[config.mk]
export PLATFORM = sky130hd
export DESIGN_NAME = iaad_datapath
export DESIGN_NICKNAME = d
export VERILOG_FILES = /design/src/iaad_pkg.sv /design/src/iaad_align.sv /design/src/iaad_datapath.sv
export SDC_FILE = /design/constraint.sdc
export NUM_CORES = 1
export LEC_CHECK = 0
export BUFFER_PORTS_ARGS = -buffer_cell sky130_fd_sc_hd__clkbuf_2
export CORE_UTILIZATION = 45
export CTS_BUF_LIST = sky130_fd_sc_hd__clkbuf_16
export DETAILED_ROUTE_END_ITERATION = 8
export PLACE_DENSITY = 0.68
export REMOVE_ABC_BUFFERS = 1
export SLEW_MARGIN = 10
export SYNTH_ARGS = -nofsm -noshare
export SYNTH_HDL_FRONTEND = slang
export SYNTH_SLANG_ARGS = --single-unit
[constraint.sdc]
create_clock -name i_ref_clk -period 2.25 [get_ports i_ref_clk]
set_input_delay 0.225 -clock i_ref_clk [delete_from_list [all_inputs] [get_ports i_ref_clk]]
set_output_delay 0.225 -clock i_ref_clk [all_outputs]
set_load 0.02 [all_outputs]
[src/iaad_pkg.sv]
// Constants, types and helpers for the integer add and byte-align datapath
//
// Summary of operation
// (RULE_01) Trapping immediate add forms 33-bit sum, flags overflow
// (RULE_02) Overflow keeps destination; else sign-extended sum written
// (RULE_03) Trapping immediate add decoded from major 001000
// (RULE_04) Release six never executes trapping immediate add
// (RULE_05) Non-word source operands give undefined results
// (RULE_06) Wrapping immediate add decoded from major 001001
// (RULE_07) Wrapping immediate add writes sign-extended low word
// (RULE_08) Wrapping adds never raise integer overflow
// (RULE_09) PC-relative add: major 111011, bits 20..19 zero
// (RULE_10) PC-relative add: immediate shifted two, plus PC
// (RULE_11) PC-relative sum sign-extended like virtual addresses
// (RULE_12) PC-relative add exists only in release six
// (RULE_13) Register wrapping add: special major, function 100001
// (RULE_14) Register wrapping add writes sign-extended low word
// (RULE_15) Word align: extended major, function 100000
// (RULE_16) Dword align: extended major, function 100100
// (RULE_17) Word align ORs shifted low words, sign-extends
// (RULE_18) Dword align ORs two 64-bit logical shifts
// (RULE_19) Dword align traps when 64-bit operations disabled
// (RULE_20) Every pointer defined; zero pointer copies second source
// (RULE_21) Tools should avoid align with zero pointer
// (RULE_22) Exception suppresses write-back in same cycle
package iaad_pkg;

  ////////////////////////////////////////////////////////////////////////
  // Widths
  localparam int XLEN = 64; // Register width
  localparam int WLEN = 32; // Word width
  localparam int REG_W = 5; // Register index width
  localparam int BP_W = 3; // Widest byte pointer
  localparam int SHAMT_W = 7; // Shift amount in bits, up to 64
  // Implemented virtual address bits; a plain default
  localparam int VA_BITS = 48;

  ////////////////////////////////////////////////////////////////////////
  // Instruction field positions
  localparam int OPC_HI = 31;
  localparam int OPC_LO = 26;
  localparam int RA_HI = 25;
  localparam int RA_LO = 21;
  localparam int RB_HI = 20;
  localparam int RB_LO = 16;
  localparam int RD_HI = 15;
  localparam int RD_LO = 11;
  localparam int SH_HI = 10;
  localparam int SH_LO = 6;
  localparam int FN_HI = 5;
  localparam int FN_LO = 0;
  localparam int IMM16_HI = 15;
  localparam int IMM19_HI = 18;
  localparam int PCSUB_HI = 20;
  localparam int PCSUB_LO = 19;
  localparam int WSUB_LO = 8; // Word align sub-op is 10..8
  localparam int DSUB_LO = 9; // Dword align sub-op is 10..9
  localparam int WBP_HI = 7; // Word pointer 7..6
  localparam int DBP_HI = 8; // Dword pointer 8..6
  localparam int BP_LO = 6;

  ////////////////////////////////////////////////////////////////////////
  // Encodings
  localparam logic [5:0] MAJ_SPECIAL = 6'h00;
  localparam logic [5:0] MAJ_IMM_TRAP = 6'h08;
  localparam logic [5:0] MAJ_IMM_WRAP = 6'h09;
  localparam logic [5:0] MAJ_EXTENDED = 6'h1f;
  localparam logic [5:0] MAJ_PC_REL = 6'h3b;
  localparam logic [5:0] FN_REG_WRAP = 6'h21;
  localparam logic [5:0] FN_WORD_SHUF = 6'h20;
  localparam logic [5:0] FN_DWORD_SHUF = 6'h24;
  localparam logic [2:0] SUB_WORD_ALIGN = 3'h2;
  localparam logic [1:0] SUB_DWORD_ALIGN = 2'h1;
  localparam logic [1:0] SUB_PC_REL_ADD = 2'h0;
  localparam logic [4:0] SHAMT_ZERO = 5'h00;

  ////////////////////////////////////////////////////////////////////////
  // Shift and byte constants
  localparam int PC_IMM_SHIFT = 2;
  localparam int BYTE_SH = 3; // Bytes to bits
  localparam logic [SHAMT_W-1:0] WORD_BITS = 7'h20;
  localparam logic [SHAMT_W-1:0] DWORD_BITS = 7'h40;

  // Operation chosen by decode
  typedef enum logic [2:0] {
    OP_NONE,
    OP_IMM_TRAP,
    OP_IMM_WRAP,
    OP_PC_REL,
    OP_REG_WRAP,
    OP_WORD_ALIGN,
    OP_DWORD_ALIGN
  } iaad_op_t;

  // Sign-extend a word to a register
  function automatic logic [XLEN-1:0] iaad_sext32(input logic [WLEN-1:0] w);
    iaad_sext32 = {{(XLEN-WLEN){w[WLEN-1]}}, w};
  endfunction : iaad_sext32

  // Sign-extend an address from the top implemented bit
  function automatic logic [XLEN-1:0] iaad_sext_va(input logic [XLEN-1:0] a);
    iaad_sext_va = {{(XLEN-VA_BITS){a[VA_BITS-1]}}, a[VA_BITS-1:0]};
  endfunction : iaad_sext_va

endpackage : iaad_pkg

[src/iaad_align.sv]
// Byte-align funnel shifter for word and doubleword forms
`timescale 1ns/1ps
module iaad_align (
  // Operands
  input wire logic [iaad_pkg::XLEN-1:0] i_src_a,
  input wire logic [iaad_pkg::XLEN-1:0] i_src_b,
  // Control
  input wire logic [iaad_pkg::BP_W-1:0] i_byte_ptr,
  input wire logic i_dword,
  // Result
  output logic [iaad_pkg::XLEN-1:0] o_result
);
  import iaad_pkg::*;

  logic [SHAMT_W-1:0] lsh; // Left shift in bits
  logic [SHAMT_W-1:0] rsh; // Right shift in bits
  logic [WLEN-1:0] word_res; // Word form before extension
  logic [XLEN-1:0] dword_res; // Doubleword form

  ////////////////////////////////////////////////////////////////////////
  // Shift amounts; a full-width right shift yields zero, so a zero
  // pointer falls out as a copy of the second source with no special case
  always_comb begin
    lsh = SHAMT_W'({i_byte_ptr, BYTE_SH'(0)});
    if (i_dword) begin
      rsh = DWORD_BITS - lsh; // RULE_18
    end else begin
      lsh = SHAMT_W'({i_byte_ptr[1:0], BYTE_SH'(0)});
      rsh = WORD_BITS - lsh; // RULE_17
    end
  end

  ////////////////////////////////////////////////////////////////////////
  // Funnel both halves and merge
  always_comb begin
    word_res = (i_src_b[WLEN-1:0] << lsh) | (i_src_a[WLEN-1:0] >> rsh); // RULE_17
    dword_res = (i_src_b << lsh) | (i_src_a >> rsh); // RULE_18
    if (i_dword) begin
      o_result = dword_res;
    end else begin
      o_result = iaad_sext32(word_res); // RULE_17
    end
  end

endmodule : iaad_align

[src/iaad_datapath.sv]
// Integer add and byte-align execution datapath, one registered stage
`timescale 1ns/1ps
module iaad_datapath (
  // Clock, reset, enable
  input wire logic i_ref_clk,
  input wire logic i_rst,
  input wire logic i_clk_en,
  // Issue from decode
  input wire logic i_valid,
  input wire logic [iaad_pkg::WLEN-1:0] i_instr,
  input wire logic [iaad_pkg::XLEN-1:0] i_pc,
  input wire logic [iaad_pkg::XLEN-1:0] i_src_a,
  input wire logic [iaad_pkg::XLEN-1:0] i_src_b,
  // Context
  input wire logic i_release6,
  input wire logic i_dword_ops_en,
  // Write-back
  output logic o_wb_valid,
  output logic [iaad_pkg::REG_W-1:0] o_wb_reg,
  output logic [iaad_pkg::XLEN-1:0] o_wb_data,
  // Exceptions
  output logic o_exc_valid,
  output logic o_exc_overflow,
  output logic o_exc_reserved,
  // Not an instruction of this unit
  output logic o_unclaimed
);
  import iaad_pkg::*;

  // Decoded fields
  logic [5:0] opc;
  logic [5:0] fn;
  logic [REG_W-1:0] ra_idx;
  logic [REG_W-1:0] rb_idx;
  logic [REG_W-1:0] rd_idx;
  logic [4:0] shamt;
  logic [XLEN-1:0] imm16_x; // Sign-extended 16-bit immediate
  logic [XLEN-1:0] imm19_x; // Shifted, sign-extended 19-bit immediate
  logic [BP_W-1:0] bp_word;
  logic [BP_W-1:0] bp_dword;

  // Decode result
  iaad_op_t op;
  logic [REG_W-1:0] dest_idx;

  // Arithmetic
  logic [WLEN:0] trap_sum; // 33-bit trapping sum
  logic trap_ovf;
  logic [WLEN-1:0] wrap_imm_sum;
  logic [WLEN-1:0] wrap_reg_sum;
  logic [XLEN-1:0] pc_sum;
  logic [XLEN-1:0] align_res;

  // Next-stage values
  logic wb_d;
  logic [XLEN-1:0] data_d;
  logic ovf_d;
  logic ri_d;
  logic uncl_d;

  // Registered outputs
  logic wb_q;
  logic [REG_W-1:0] reg_q;
  logic [XLEN-1:0] data_q;
  logic ovf_q;
  logic ri_q;
  logic uncl_q;

  ////////////////////////////////////////////////////////////////////////
  // Field extraction
  always_comb begin
    opc = i_instr[OPC_HI:OPC_LO];
    fn = i_instr[FN_HI:FN_LO];
    ra_idx = i_instr[RA_HI:RA_LO]; // RULE_03
    rb_idx = i_instr[RB_HI:RB_LO]; // RULE_06
    rd_idx = i_instr[RD_HI:RD_LO]; // RULE_13
    shamt = i_instr[SH_HI:SH_LO];
    imm16_x = {{(XLEN-IMM16_HI-1){i_instr[IMM16_HI]}},
               i_instr[IMM16_HI:0]}; // RULE_07
    imm19_x = {{(XLEN-IMM19_HI-1-PC_IMM_SHIFT){i_instr[IMM19_HI]}},
               i_instr[IMM19_HI:0], PC_IMM_SHIFT'(0)}; // RULE_10
    bp_word = {1'b0, i_instr[WBP_HI:BP_LO]}; // RULE_15
    bp_dword = i_instr[DBP_HI:BP_LO]; // RULE_16
  end

  ////////////////////////////////////////////////////////////////////////
  // Opcode decode; release gates which opcodes belong here
  always_comb begin
    op = OP_NONE;
    dest_idx = rd_idx;
    unique case (opc)
      MAJ_IMM_TRAP: begin
        // Reassigned in release six: left to other units
        if (!i_release6) begin // RULE_04
          op = OP_IMM_TRAP; // RULE_03
          dest_idx = rb_idx;
        end
      end
      MAJ_IMM_WRAP: begin
        op = OP_IMM_WRAP; // RULE_06
        dest_idx = rb_idx;
      end
      MAJ_PC_REL: begin
        if (i_release6 &&
            i_instr[PCSUB_HI:PCSUB_LO] == SUB_PC_REL_ADD) begin // RULE_12
          op = OP_PC_REL; // RULE_09
          dest_idx = ra_idx;
        end
      end
      MAJ_SPECIAL: begin
        if (fn == FN_REG_WRAP && shamt == SHAMT_ZERO) begin
          op = OP_REG_WRAP; // RULE_13
        end
      end
      MAJ_EXTENDED: begin
        if (i_release6 && fn == FN_WORD_SHUF &&
            i_instr[SH_HI:WSUB_LO] == SUB_WORD_ALIGN) begin
          op = OP_WORD_ALIGN; // RULE_15
        end else if (i_release6 && fn == FN_DWORD_SHUF &&
                     i_instr[SH_HI:DSUB_LO] == SUB_DWORD_ALIGN) begin
          op = OP_DWORD_ALIGN; // RULE_16
        end
      end
      default: begin
        op = OP_NONE; // Other majors belong elsewhere
      end
    endcase
  end

  ////////////////////////////////////////////////////////////////////////
  // Adders. Only the low word of a word source is used; an operand that
  // is not a proper sign-extended word gives an arbitrary result.
  always_comb begin
    trap_sum = {i_src_a[WLEN-1], i_src_a[WLEN-1:0]}
             + imm16_x[WLEN:0]; // RULE_01 RULE_05
    trap_ovf = trap_sum[WLEN] != trap_sum[WLEN-1]; // RULE_01
    wrap_imm_sum = i_src_a[WLEN-1:0] + imm16_x[WLEN-1:0]; // RULE_07 RULE_08
    wrap_reg_sum = i_src_a[WLEN-1:0] + i_src_b[WLEN-1:0]; // RULE_14 RULE_08
    pc_sum = iaad_sext_va(i_pc + imm19_x); // RULE_10 RULE_11
  end

  // Shared funnel shifter for both align forms
  iaad_align u_align (
    .i_src_a(i_src_a),
    .i_src_b(i_src_b),
    .i_byte_ptr(op == OP_DWORD_ALIGN ? bp_dword : bp_word),
    .i_dword(op == OP_DWORD_ALIGN),
    .o_result(align_res)
  );

  ////////////////////////////////////////////////////////////////////////
  // Result and exception selection
  always_comb begin
    wb_d = 1'b0;
    data_d = data_q; // Hold data when nothing is written
    ovf_d = 1'b0;
    ri_d = 1'b0;
    uncl_d = i_valid && op == OP_NONE;
    if (i_valid) begin
      unique case (op)
        OP_IMM_TRAP: begin
          if (trap_ovf) begin
            ovf_d = 1'b1; // RULE_01 RULE_22
          end else begin
            wb_d = 1'b1; // RULE_02
            data_d = iaad_sext32(trap_sum[WLEN-1:0]); // RULE_02
          end
        end
        OP_IMM_WRAP: begin
          wb_d = 1'b1; // RULE_08
          data_d = iaad_sext32(wrap_imm_sum); // RULE_07
        end
        OP_PC_REL: begin
          wb_d = 1'b1; // RULE_11
          data_d = pc_sum; // RULE_10
        end
        OP_REG_WRAP: begin
          wb_d = 1'b1; // RULE_08
          data_d = iaad_sext32(wrap_reg_sum); // RULE_14
        end
        OP_WORD_ALIGN: begin
          wb_d = 1'b1;
          data_d = align_res; // RULE_17 RULE_20
        end
        OP_DWORD_ALIGN: begin
          if (!i_dword_ops_en) begin
            ri_d = 1'b1; // RULE_19 RULE_22
          end else begin
            wb_d = 1'b1;
            data_d = align_res; // RULE_18 RULE_20
          end
        end
        OP_NONE: begin
          wb_d = 1'b0;
        end
      endcase
    end
  end

  ////////////////////////////////////////////////////////////////////////
  // Write-back strobe and destination; frozen while enable is low
  always_ff @(posedge i_ref_clk or posedge i_rst) begin
    if (i_rst) begin
      wb_q <= 1'b0;
      reg_q <= SHAMT_ZERO;
    end else if (i_clk_en) begin
      wb_q <= wb_d; // RULE_22
      reg_q <= dest_idx;
    end
  end

  // Result word
  always_ff @(posedge i_ref_clk or posedge i_rst) begin
    if (i_rst) begin
      data_q <= '0;
    end else if (i_clk_en) begin
      data_q <= data_d;
    end
  end

  // Exception flags, same edge as the suppressed write-back
  always_ff @(posedge i_ref_clk or posedge i_rst) begin
    if (i_rst) begin
      ovf_q <= 1'b0;
      ri_q <= 1'b0;
      uncl_q <= 1'b0;
    end else if (i_clk_en) begin
      ovf_q <= ovf_d; // RULE_22
      ri_q <= ri_d; // RULE_22
      uncl_q <= uncl_d;
    end
  end

  // Output drive
  assign o_wb_valid = wb_q;
  assign o_wb_reg = reg_q;
  assign o_wb_data = data_q;
  assign o_exc_overflow = ovf_q;
  assign o_exc_reserved = ri_q;
  assign o_exc_valid = ovf_q | ri_q; // RULE_22
  assign o_unclaimed = uncl_q;

  // Issue qualified with enable, per operation
  logic iss;
  assign iss = i_valid && i_clk_en;

  // Reference sums rebuilt from the raw instruction fields
  logic [WLEN-1:0] chk_imm_sum;
  logic [WLEN-1:0] chk_reg_sum;
  logic [WLEN-1:0] chk_b_lo;
  assign chk_imm_sum = i_src_a[WLEN-1:0] +
                       {{(WLEN-IMM16_HI-1){i_instr[IMM16_HI]}},
                        i_instr[IMM16_HI:0]};
  assign chk_reg_sum = i_src_a[WLEN-1:0] + i_src_b[WLEN-1:0];
  assign chk_b_lo = i_src_b[WLEN-1:0];
endmodule : iaad_datapath

==> results_dict.tcl, run 1 <==
set metrics [dict create \
    slew_headroom 0.418 \
    cp_common_cell "buf_4" \
    first_global_vias 18800 \
    coreArea_um2 29000 \
    r2r_start "o_wb_data[31]$_DFFE_PP0P_" \
    die_y_um 175 \
    timing.fmax_mhz 331 \
    critPathRequiredTime_ns 2.52 \
    cts_root_buffer "clkbuf_16" \
    post_drt_wl_per_cell_um 25.0 \
    htree_levels 3 \
    start_util 0.463 \
    ys_warn_count 0 \
    critPathTopFamily "compound AO/OA/AOI/OAI gates" \
    ys.flop_type "dfrtp_1" \
    yosysUniqueCellTypes 83 \
    syn_to_final_growth_pct 59.5 \
    arrival_ns 3.29 \
    start_kind "primary input" \
    port_buffers 287 \
    clk_pin_slew_ns 0.06 \
    outcome "finished with violations" \
    grt_first_pass_wirelength_um 110000 \
    synthCells 1744 \
    drc 0 \
    hp-class "in2reg" \
    p_leak_nw 10.5 \
    worst_slew_pin_slew_ns 0.872 \
    ys_seq_area_frac 0.136 \
    synthSimpleGateAreaFrac 0.164 \
    synth_xor_area_frac 0.0581 \
    die_x_um 175 \
    synth_top_family_by_area "compound AO/OA/AOI/OAI gates" \
    critical_path.cell_chain "clkbuf_2 -> buf_4 -> nor4b_2 -> buf_4 -> nand4_1 -> or3_4 -> nand2_2 -> a2111oi_0 -> a31oi_1 -> o22ai_1 -> a221oi_1 -> o21ai_0 -> mux2_4" \
    grt_use_total 0.475 \
    synth.top_cell.area_share 0.136 \
    viasPerCell 6.42 \
    first_pass_iters 6 \
    async_reset_ff_frac 1.00 \
    drtAntennaViolNets 0 \
    fin_worst_skew_ns 0 \
    muxShareOfSynthArea 0.147 \
    netlist_area_um2 13400 \
    clock_sinks 73 \
    drt_iter0_drc 2178 \
    period_minus_slack_ns 3.02 \
    syn_avg_cell_area_um2 7.70 \
    drive_above_1_share 0.451 \
    ys_ff_latch 73 \
    dpl_worst_slack_ns -1.56 \
    violations "negative setup slack" \
    gp_congestion 1.06 \
    ir_worst_vdd_v 0.000403 \
    synth_compound_area_frac 0.344 \
    numCtsBuffers 9 \
    yosysTopAreaCell "dfrtp_1" \
    crit_buf_inv 3 \
    routed-via-count 19200 \
    cp_slowest_cell "a221oi_1" \
    maxCapViolations 0 \
    r2r-end "o_wb_data[31]$_DFFE_PP0P_" \
    min_period_over_period 1.34 \
    p_total_mw 9.27 \
    synth_common_cells "a21oi_1, nand2_1, nor2_1, o21ai_0, ha_1" \
    cp_max_fo 4 \
    cts.path.max_buffers 2 \
    yosysMostFrequentCell "a21oi_1" \
    rsz0062_at_grt "true" \
    hold_violations 0 \
    clock_latency_ns 0.38 \
    n_fill_cell 2265 \
    grt_remaining_overflow 0 \
    cts_tree "yes" \
    fin_ws_ns -0.775 \
    ff2ff_path_depth 1 \
    hpwl_um 58200 \
    antenna_found_initial 1 \
    grt_max_degree 145 \
    synthAdderAreaFrac 0.106 \
    fin_nets 2938 \
    hp-start "i_dword_ops_en" \
    holdPathStages 2 \
    dieArea_um2 30500 \
    yosys-top-cells-area "dfrtp_1, ha_1, a21oi_1" \
    hold_end "o_exc_reserved$_DFFE_PP0P_" \
    critPathMaxStageDelay_ns 0.60 \
    rows 62 \
    crit_type "in2reg" \
    largest_register_ffs 64 \
    synth_edf_count 0 \
    worstSetupEndpointType "flip-flop" \
    power_density_nw_per_um2 433 \
    r2r_setup_slack_ns 1.44 \
    routed_wl_um 74500 \
    design.portCount 304 \
    drv_slew 0 \
    finalSetupViolCount 66 \
]
[metal layers]
layer / up-vias / routed length, um / global-route usage
met5: - / 0 / 0
met3: 322 / 7870 / 0.106
li1: 8439 / - / -
met1: 9121 / 29800 / 0.608
met2: 1278 / 32100 / 0.729
met4: 0 / 4800 / 0.279
[through the flow]
stage	area, um2	hold slack (ns)	cells	util	setup TNS, ns
floorplan	13000	0.318	1637	-	-182.58
global placement	19700	0.309	2932	0.680	-88.74
detailed placement	19700	0.326	2932	0.680	-92.19
CTS	21200	0.0581	2976	0.729	-39.97
global route	21400	0.0795	2985	0.738	-50.41
finish	21400	0.0762	2986	0.738	-45.22
[cell usage in the layout, fill, tap and decap left out, types with 19 or more instances in the layout]
cell type | netlist | final
o211ai_1 | 19 | 19
a21o_1 | 55 | 55
a21oi_1 | 177 | 165
xor2_1 | 38 | 37
ha_1 | 109 | 80
o22ai_1 | 21 | 20
mux2_4 | 29 | 34
inv_1 | 37 | 36
nand3_1 | 47 | 46
ha_4 | 0 | 23
nand2_1 | 138 | 136
a211oi_1 | 58 | 49
buf_4 | 1 | 620
a31oi_1 | 50 | 45
dfrtp_1 | 73 | 73
nor3_1 | 30 | 27
xnor2_1 | 51 | 49
o21ai_0 | 124 | 111
mux2i_1 | 73 | 73
mux2_2 | 52 | 47
and3_1 | 22 | 20
o22a_1 | 19 | 19
nor2b_1 | 27 | 27
nor2_1 | 127 | 126
clkbuf_2 | 0 | 277
[timing repair]
item / CTS / global route
pin swaps: 50 / 15
endpoints found under the setup margin: 66 / 66
endpoints found under the hold margin: 32 / 0
cloned: 5 / 2
resized for setup: 147 / 37
hold buffers: 1 / 0
buffers inserted: 25 / 9
[logic make-up after synthesis]
kind of cell,count (synthesis)
DFF,73
AOI/OAI and AO/OA,695
xor gates and xnor gates,89
and+or+nand+nor,466
buffers and inverters,145
muxes,164
adders and majority gates,112
[power breakdown]
group	internal (mW)	switching (mW)	total (mW)
Sequential	1.53	0.151	1.68
Clock	0.858	0.737	1.59
Combinational	2.84	3.17	6.00
[cell type report]
| type | instances | area [um2] | area share |
|---|---|---|---|
| diodes | 1 | 2.50 | 0.000117 |
| clock buffers | 9 | 225 | 0.0105 |
| clock inverters | 7 | 68.8 | 0.00321 |
| inverters | 38 | 144 | 0.00672 |
| multi-input cells | 1526 | 11800 | 0.551 |
| flip-flops and latches | 73 | 1830 | 0.0853 |
| well taps | 384 | 480 | 0.0224 |
| repair buffers | 948 | 6870 | 0.321 |
[worst max-delay path by stage]
stage               cells after the start  slack [ns]                        end  startpoint
floorplan                              10       -2.80  o_wb_data[32]$_DFFE_PP0P_  i_instr[7]
global placement                       14       -1.51  o_wb_data[40]$_DFFE_PP0P_  i_instr[0]
detailed placement                     14       -1.56  o_wb_data[40]$_DFFE_PP0P_  i_instr[0]
CTS                                    15       -0.65  o_wb_data[38]$_DFFE_PP0P_  i_instr[6]
global route                           15       -0.81  o_wb_data[39]$_DFFE_PP0P_  i_instr[0]
finish                                 13       -0.77   o_wb_data[8]$_DFFE_PP0P_  i_instr[3]
Power figures use the tool's default switching activity.
==> run 2: changes to the inputs <==
- clock period: 2.25 -> 3.4 ns (I/O delays scaled with it)
==> run 2 against run 1 <==
Net effect:
- the run now ends clean
- register-to-register slack improved by 1.2 ns
- final area decreased by 15%
- sequential power decreased by 34%
- flip-flop and latch count unchanged
- die area unchanged
- wire length decreased by 9.0%
- first-iteration DRC count decreased by 9.2%
- via count decreased by 9.7%
- critical path depth increased by 3
- clock skew unchanged
- largest power group unchanged
==> results_dict.tcl, run 2 (synthesis results as in run 1) <==
set metrics [dict create \
    viasPerCell 6.46 \
    port_buffers 287 \
    drt_iter0_drc 1977 \
    start_util 0.463 \
    cp_max_fo 4 \
    die_x_um 175 \
    die_y_um 175 \
    htree_levels 3 \
    hpwl_um 54600 \
    crit_cells 16 \
    finalSetupViolCount 0 \
    holdPathStages 2 \
    crit_type "in2reg" \
    coreArea_um2 29000 \
    final_common_cell "buf_4" \
    critPathRequiredTime_ns 3.66 \
    drc 0 \
    power_density_nw_per_um2 303 \
    drtAntennaViolNets 0 \
    fin_nets 2631 \
    clock_sinks 73 \
    ff2ff_path_depth 1 \
    outcome "completed" \
    worstSetupEndpointType "flip-flop" \
    crit_buf_inv 5 \
    dpl_cell_area_um2 17600 \
    ir_worst_vdd_v 0.000288 \
    cts_tree "yes" \
    syn_to_final_growth_pct 35.4 \
    hold_violations 0 \
    clock_latency_ns 0.37 \
    post_drt_wl_per_cell_um 25.3 \
    drive_above_1_share 0.347 \
    cp_common_cell "buf_4" \
    setup_tns_ns 0 \
    cts.path.max_buffers 2 \
    layout_common_cells "buf_4, clkbuf_2, a21oi_1, nand2_1, nor2_1" \
    maxCapViolations 0 \
    cts_root_buffer "clkbuf_16" \
    clk_pin_slew_ns 0.07 \
    p_leak_nw 8.79 \
    hp-class "in2reg" \
    first_pass_iters 6 \
    critPathTopFamily "compound AO/OA/AOI/OAI gates" \
    dpl_worst_slack_ns -0.571 \
    min_period_over_period 0.993 \
    gp_congestion 1.05 \
    first_global_vias 16300 \
    numCtsBuffers 9 \
    timing.fmax_mhz 296 \
    fin_worst_skew_ns 0 \
    antenna_found_initial 2 \
    grt_max_degree 100 \
    drv_slew 0 \
    worst_slew_pin_slew_ns 0.915 \
    dieArea_um2 30500 \
    grt_first_pass_wirelength_um 98200 \
    start_kind "primary input" \
    critPathMaxStageDelay_ns 0.50 \
    final_area_um2 18200 \
    grt_remaining_overflow 0 \
    grt_use_total 0.427 \
    routed_wl_um 67800 \
    design.portCount 304 \
    slew_headroom 0.386 \
    fin_ws_ns 0.0226 \
    p_total_mw 5.51 \
    rows 62 \
    routed-via-count 17300 \
    critical_path.cell_chain "clkbuf_2 -> buf_4 -> buf_4 -> ha_1 -> a21o_1 -> nand3_1 -> a211oi_2 -> nor3_2 -> buf_4 -> a31oi_1 -> o21ai_0 -> buf_4 -> xnor2_1 -> nand2_1 -> o211ai_1 -> mux2_4" \
    arrival_ns 3.64 \
    cp_slowest_cell "a31oi_1" \
    period_minus_slack_ns 3.38 \
    largest_register_ffs 64 \
]
[run 2: changes by cell type in the layout (fill, tap and decap cells not counted), moves of 8 or more]
cell | before | now
buf_4 | 620 | 338
ha_1 | 80 | 107
ha_4 | 23 | 1
buf_6 | 18 | 4
o21ai_0 | 111 | 123
o21ai_1 | 16 | 5
a21oi_1 | 165 | 175
a21oi_2 | 12 | 2
clkbuf_2 | 277 | 285
[run 2: final cells by class]
cell class	instances	area, um2
Clock buffer	9	225
Multi-Input combinational cell	1526	11200
Clock inverter	7	68.8
Sequential cell	73	1830
Antenna cell	1	2.50
Inverter	38	144
Timing Repair Buffer	641	4270
Tap cell	384	480
Fill cell	2677	10800
[run 2: metal layers]
layer	track usage	wire length (um)	vias up
li1	-	-	7803
met1	0.578	28300	8285
met2	0.679	30000	1049
met3	0.0703	6800	171
met4	0.163	2700	2
met5	0	18	-
[run 2: what timing repair did]
action,in CTS,in global routing
cloned,0,4
pin swaps,2,14
setup endpoints to repair,63,63
setup buffers,1,3
gates resized for setup,5,24
hold buffers,1,0
endpoints found under the hold margin,8,0
[run 2: stage by stage]
| stage | std cells | hold WS, ns | util |
|---|---|---|---|
| finish | 2679 | 0.211 | 0.627 |
| global route | 2678 | 0.213 | 0.626 |
| CTS | 2671 | 0.193 | 0.619 |
| detailed placement | 2653 | 0.223 | 0.608 |
| global placement | 2653 | 0.216 | 0.608 |
| floorplan | 1637 | 0.433 | - |
[run 2: worst paths after layout]
| check | slack, ns | from | to |
|---|---|---|---|
| worst max register to register | 2.59 | o_wb_data[15]$_DFFE_PP0P_ | o_wb_data[15]$_DFFE_PP0P_ |
| worst min-delay path | 0.21 | i_dword_ops_en | o_exc_reserved$_DFFE_PP0P_ |
| min in group asynchronous | 0.38 | i_rst | o_wb_data[55]$_DFFE_PP0P_ |
| worst min register to register | 0.51 | o_wb_data[56]$_DFFE_PP0P_ | o_wb_data[56]$_DFFE_PP0P_ |
| max in group asynchronous | 2.16 | i_rst | o_wb_valid$_DFFE_PP0P_ |
| worst max-delay path | 0.02 | i_instr[1] | o_wb_data[31]$_DFFE_PP0P_ |
[run 2: power breakdown]
group | switching (mW) | internal (mW)
combinational | 1.88 | 1.48
sequential | 0.0964 | 1.01
clock | 0.475 | 0.569
==> run 3: changes to the inputs <==
- ABC_AREA: not set -> 1
- PLACE_DENSITY: 0.68 -> 0.67
==> run 3 against run 2 <==
Net effect:
- total power decreased by 4.1%
- register-to-register slack better by 0.10 ns
- critical endpoint is now o_wb_data[46]$_DFFE_PP0P_
- die area up 24%
- highest routed layer unchanged
- global-route usage up 1.2 points
- critical path depth stayed put
- clock power up 6%
- clock skew stayed put
==> results_dict.tcl, run 3 <==
set metrics [dict create \
    cts.path.max_buffers 2 \
    hold_end "o_wb_reg[3]$_DFFE_PP0P_" \
    rows 70 \
    cp_common_cell "nand2_1" \
    viasPerCell 5.89 \
    clk_pin_slew_ns 0.08 \
    finalSetupViolCount 0 \
    numCtsBuffers 9 \
    cp_max_fo 23 \
    p_total_mw 5.29 \
    hpwl_um 70400 \
    wl_met1_um 34100 \
    ys.flop_type "dfrtp_1" \
    yosysUniqueCellTypes 46 \
    first_pass_iters 8 \
    critical_path.cell_chain "clkbuf_2 -> buf_4 -> nor2_1 -> nand2_1 -> nor2_4 -> nand3_2 -> nand2_2 -> nand2_2 -> nor2_2 -> buf_4 -> nand2_1 -> nand2_1 -> nand3_1 -> nand4_1 -> nand2_1 -> nand2_1" \
    setup_tns_ns 0 \
    start_util 0.456 \
    drv_slew 0 \
    r2r_setup_slack_ns 2.69 \
    holdPathStages 3 \
    cp_slowest_cell "buf_4" \
    period_minus_slack_ns 3.01 \
    arrival_ns 3.32 \
    drt_iter0_drc 2548 \
    netlist_area_um2 16700 \
    routed_wl_um 84700 \
    grt_use_total 0.439 \
    critPathRequiredTime_ns 3.71 \
    async_reset_ff_frac 1.00 \
    maxCapViolations 0 \
    ys_seq_area_frac 0.110 \
    drtAntennaViolNets 0 \
    antenna_found_initial 3 \
    post_cts_buffers 0 \
    cts_tree "yes" \
    routed.top_layer "met5" \
    grt_remaining_overflow 0 \
    syn_to_final_growth_pct 14.7 \
    outcome "completed" \
    hold_violations 0 \
    ys_warn_count 0 \
    post_drt_wl_per_cell_um 21.7 \
    gp_congestion 1.12 \
    start_kind "primary input" \
    syn_avg_cell_area_um2 5.26 \
    dp.cells 3881 \
    fin_worst_skew_ns 0 \
    clock_sinks 73 \
    timing.fmax_mhz 332 \
    synth_common_cells "nand2_1, inv_1, nand3_1, nor2_1, o21ai_0" \
    slew_headroom 0.537 \
    worst_slew_pin_slew_ns 0.694 \
    yosysTopAreaCell "nand2_1" \
    coreArea_um2 36500 \
    fin_cells 3899 \
    fin_nets 3767 \
    rsz0062_at_grt "false" \
    routed-via-count 23000 \
    design.portCount 304 \
    dieArea_um2 37800 \
    ys_ff_latch 73 \
    p_leak_nw 10.6 \
    ff2ff_path_depth 2 \
    r2r-end "o_wb_data[22]$_DFFE_PP0P_" \
    ir_worst_vdd_v 0.000274 \
    htree_levels 3 \
    met3WireLength_um 9710 \
    largest_register_ffs 64 \
    yosysMostFrequentCell "nand2_1" \
    worstSetupEndpointType "flip-flop" \
    grt_max_degree 135 \
    min_period_over_period 0.885 \
    power_density_nw_per_um2 277 \
    synth.top_cell.area_share 0.282 \
    first_global_vias 20800 \
    die_x_um 194 \
    r2r_start "o_wb_data[22]$_DFFE_PP0P_" \
    drc 0 \
    synthCells 3169 \
    wl_met2_um 35500 \
    port_buffers 287 \
    cts_root_buffer "clkbuf_16" \
    clock_latency_ns 0.37 \
    synth_edf_count 0 \
    die_y_um 194 \
    final_common_cell "nand2_1" \
    fin_hold_ws_ns 0.195 \
    hp-start "i_instr[24]" \
    layout_common_cells "nand2_1, inv_1, clkbuf_2, nand3_1, nor2_1" \
    critPathMaxStageDelay_ns 0.34 \
    yosys-top-cells-area "nand2_1, dfrtp_1, nand3_1" \
    grt_first_pass_wirelength_um 125000 \
    hp-class "in2reg" \
    crit_type "in2reg" \
    drive_above_1_share 0.124 \
]
run 3: critical path, delay by kind of cell:
family / cells / cell delay [ns]
buffers and inverters: 3 / 0.71
and+or+nand+nor: 13 / 2.22
run 3: area by class of cell:
cell class,instances,area (um2)
tap,468,586
fill,4068,17400
timing repair buffer,353,2050
multi-input combinational,2618,12900
clock inverter,6,83.8
sequential,73,1830
clock buffer,9,225
antenna,2,5.00
inverter,370,1390
run 3: where the power goes:
group	internal [mW]	switching [mW]	total, mW
clock network	0.637	0.459	1.10
registers	0.996	0.0884	1.08
logic	0.999	2.11	3.11
total	2.63	2.65	5.29
run 3: repair_timing:
| action | CTS | global route |
|---|---|---|
| hold buffers | 1 | 0 |
| hold endpoints to repair | 25 | 0 |
| gates resized for setup | 0 | 0 |
run 3: metrics by stage:
stage / utilization / area [um2] / worst slack [ns]
after global placement: 0.514 / 18800 / 0.201
after global routing: 0.523 / 19100 / 0.234
after floorplan: - / 16200 / -0.436
final: 0.523 / 19100 / 0.392
after CTS: 0.523 / 19100 / 0.539
after detailed placement: 0.514 / 18800 / 0.151
run 3: worst max-delay path by stage:
stage                      startpoint                   endpoint  slack (ns)  depth (start not counted)
after global placement     i_instr[0]  o_wb_data[49]$_DFFE_PP0P_        0.20                         21
after floorplan            i_instr[6]  o_wb_data[59]$_DFFE_PP0P_       -0.44                          9
after global routing      i_instr[15]  o_wb_data[58]$_DFFE_PP0P_        0.23                         17
after CTS                 i_instr[15]  o_wb_data[35]$_DFFE_PP0P_        0.54                         17
after detailed placement  i_instr[15]  o_wb_data[35]$_DFFE_PP0P_        0.15                         17
final                      i_instr[1]  o_wb_data[46]$_DFFE_PP0P_        0.39                         16
run 3: logic make-up after synthesis:
family	after synthesis	synth area share
AND/OR/NAND/NOR	2008	0.509
buffers and inverters	478	0.114
AO/OA/AOI/OAI	432	0.145
adder cells (fa/ha/maj)	112	0.0855
flip-flops	73	0.110
multiplexers	41	0.0246
XOR/XNOR	25	0.0131
run 3: layer usage:
| metal | vias up | track usage |
|---|---|---|
| met3 | 219 | 0.0888 |
| met5 | - | 0 |
| met1 | 10500 | 0.572 |
| li1 | 10800 | - |
| met4 | 2 | 0.253 |
| met2 | 1447 | 0.673 |
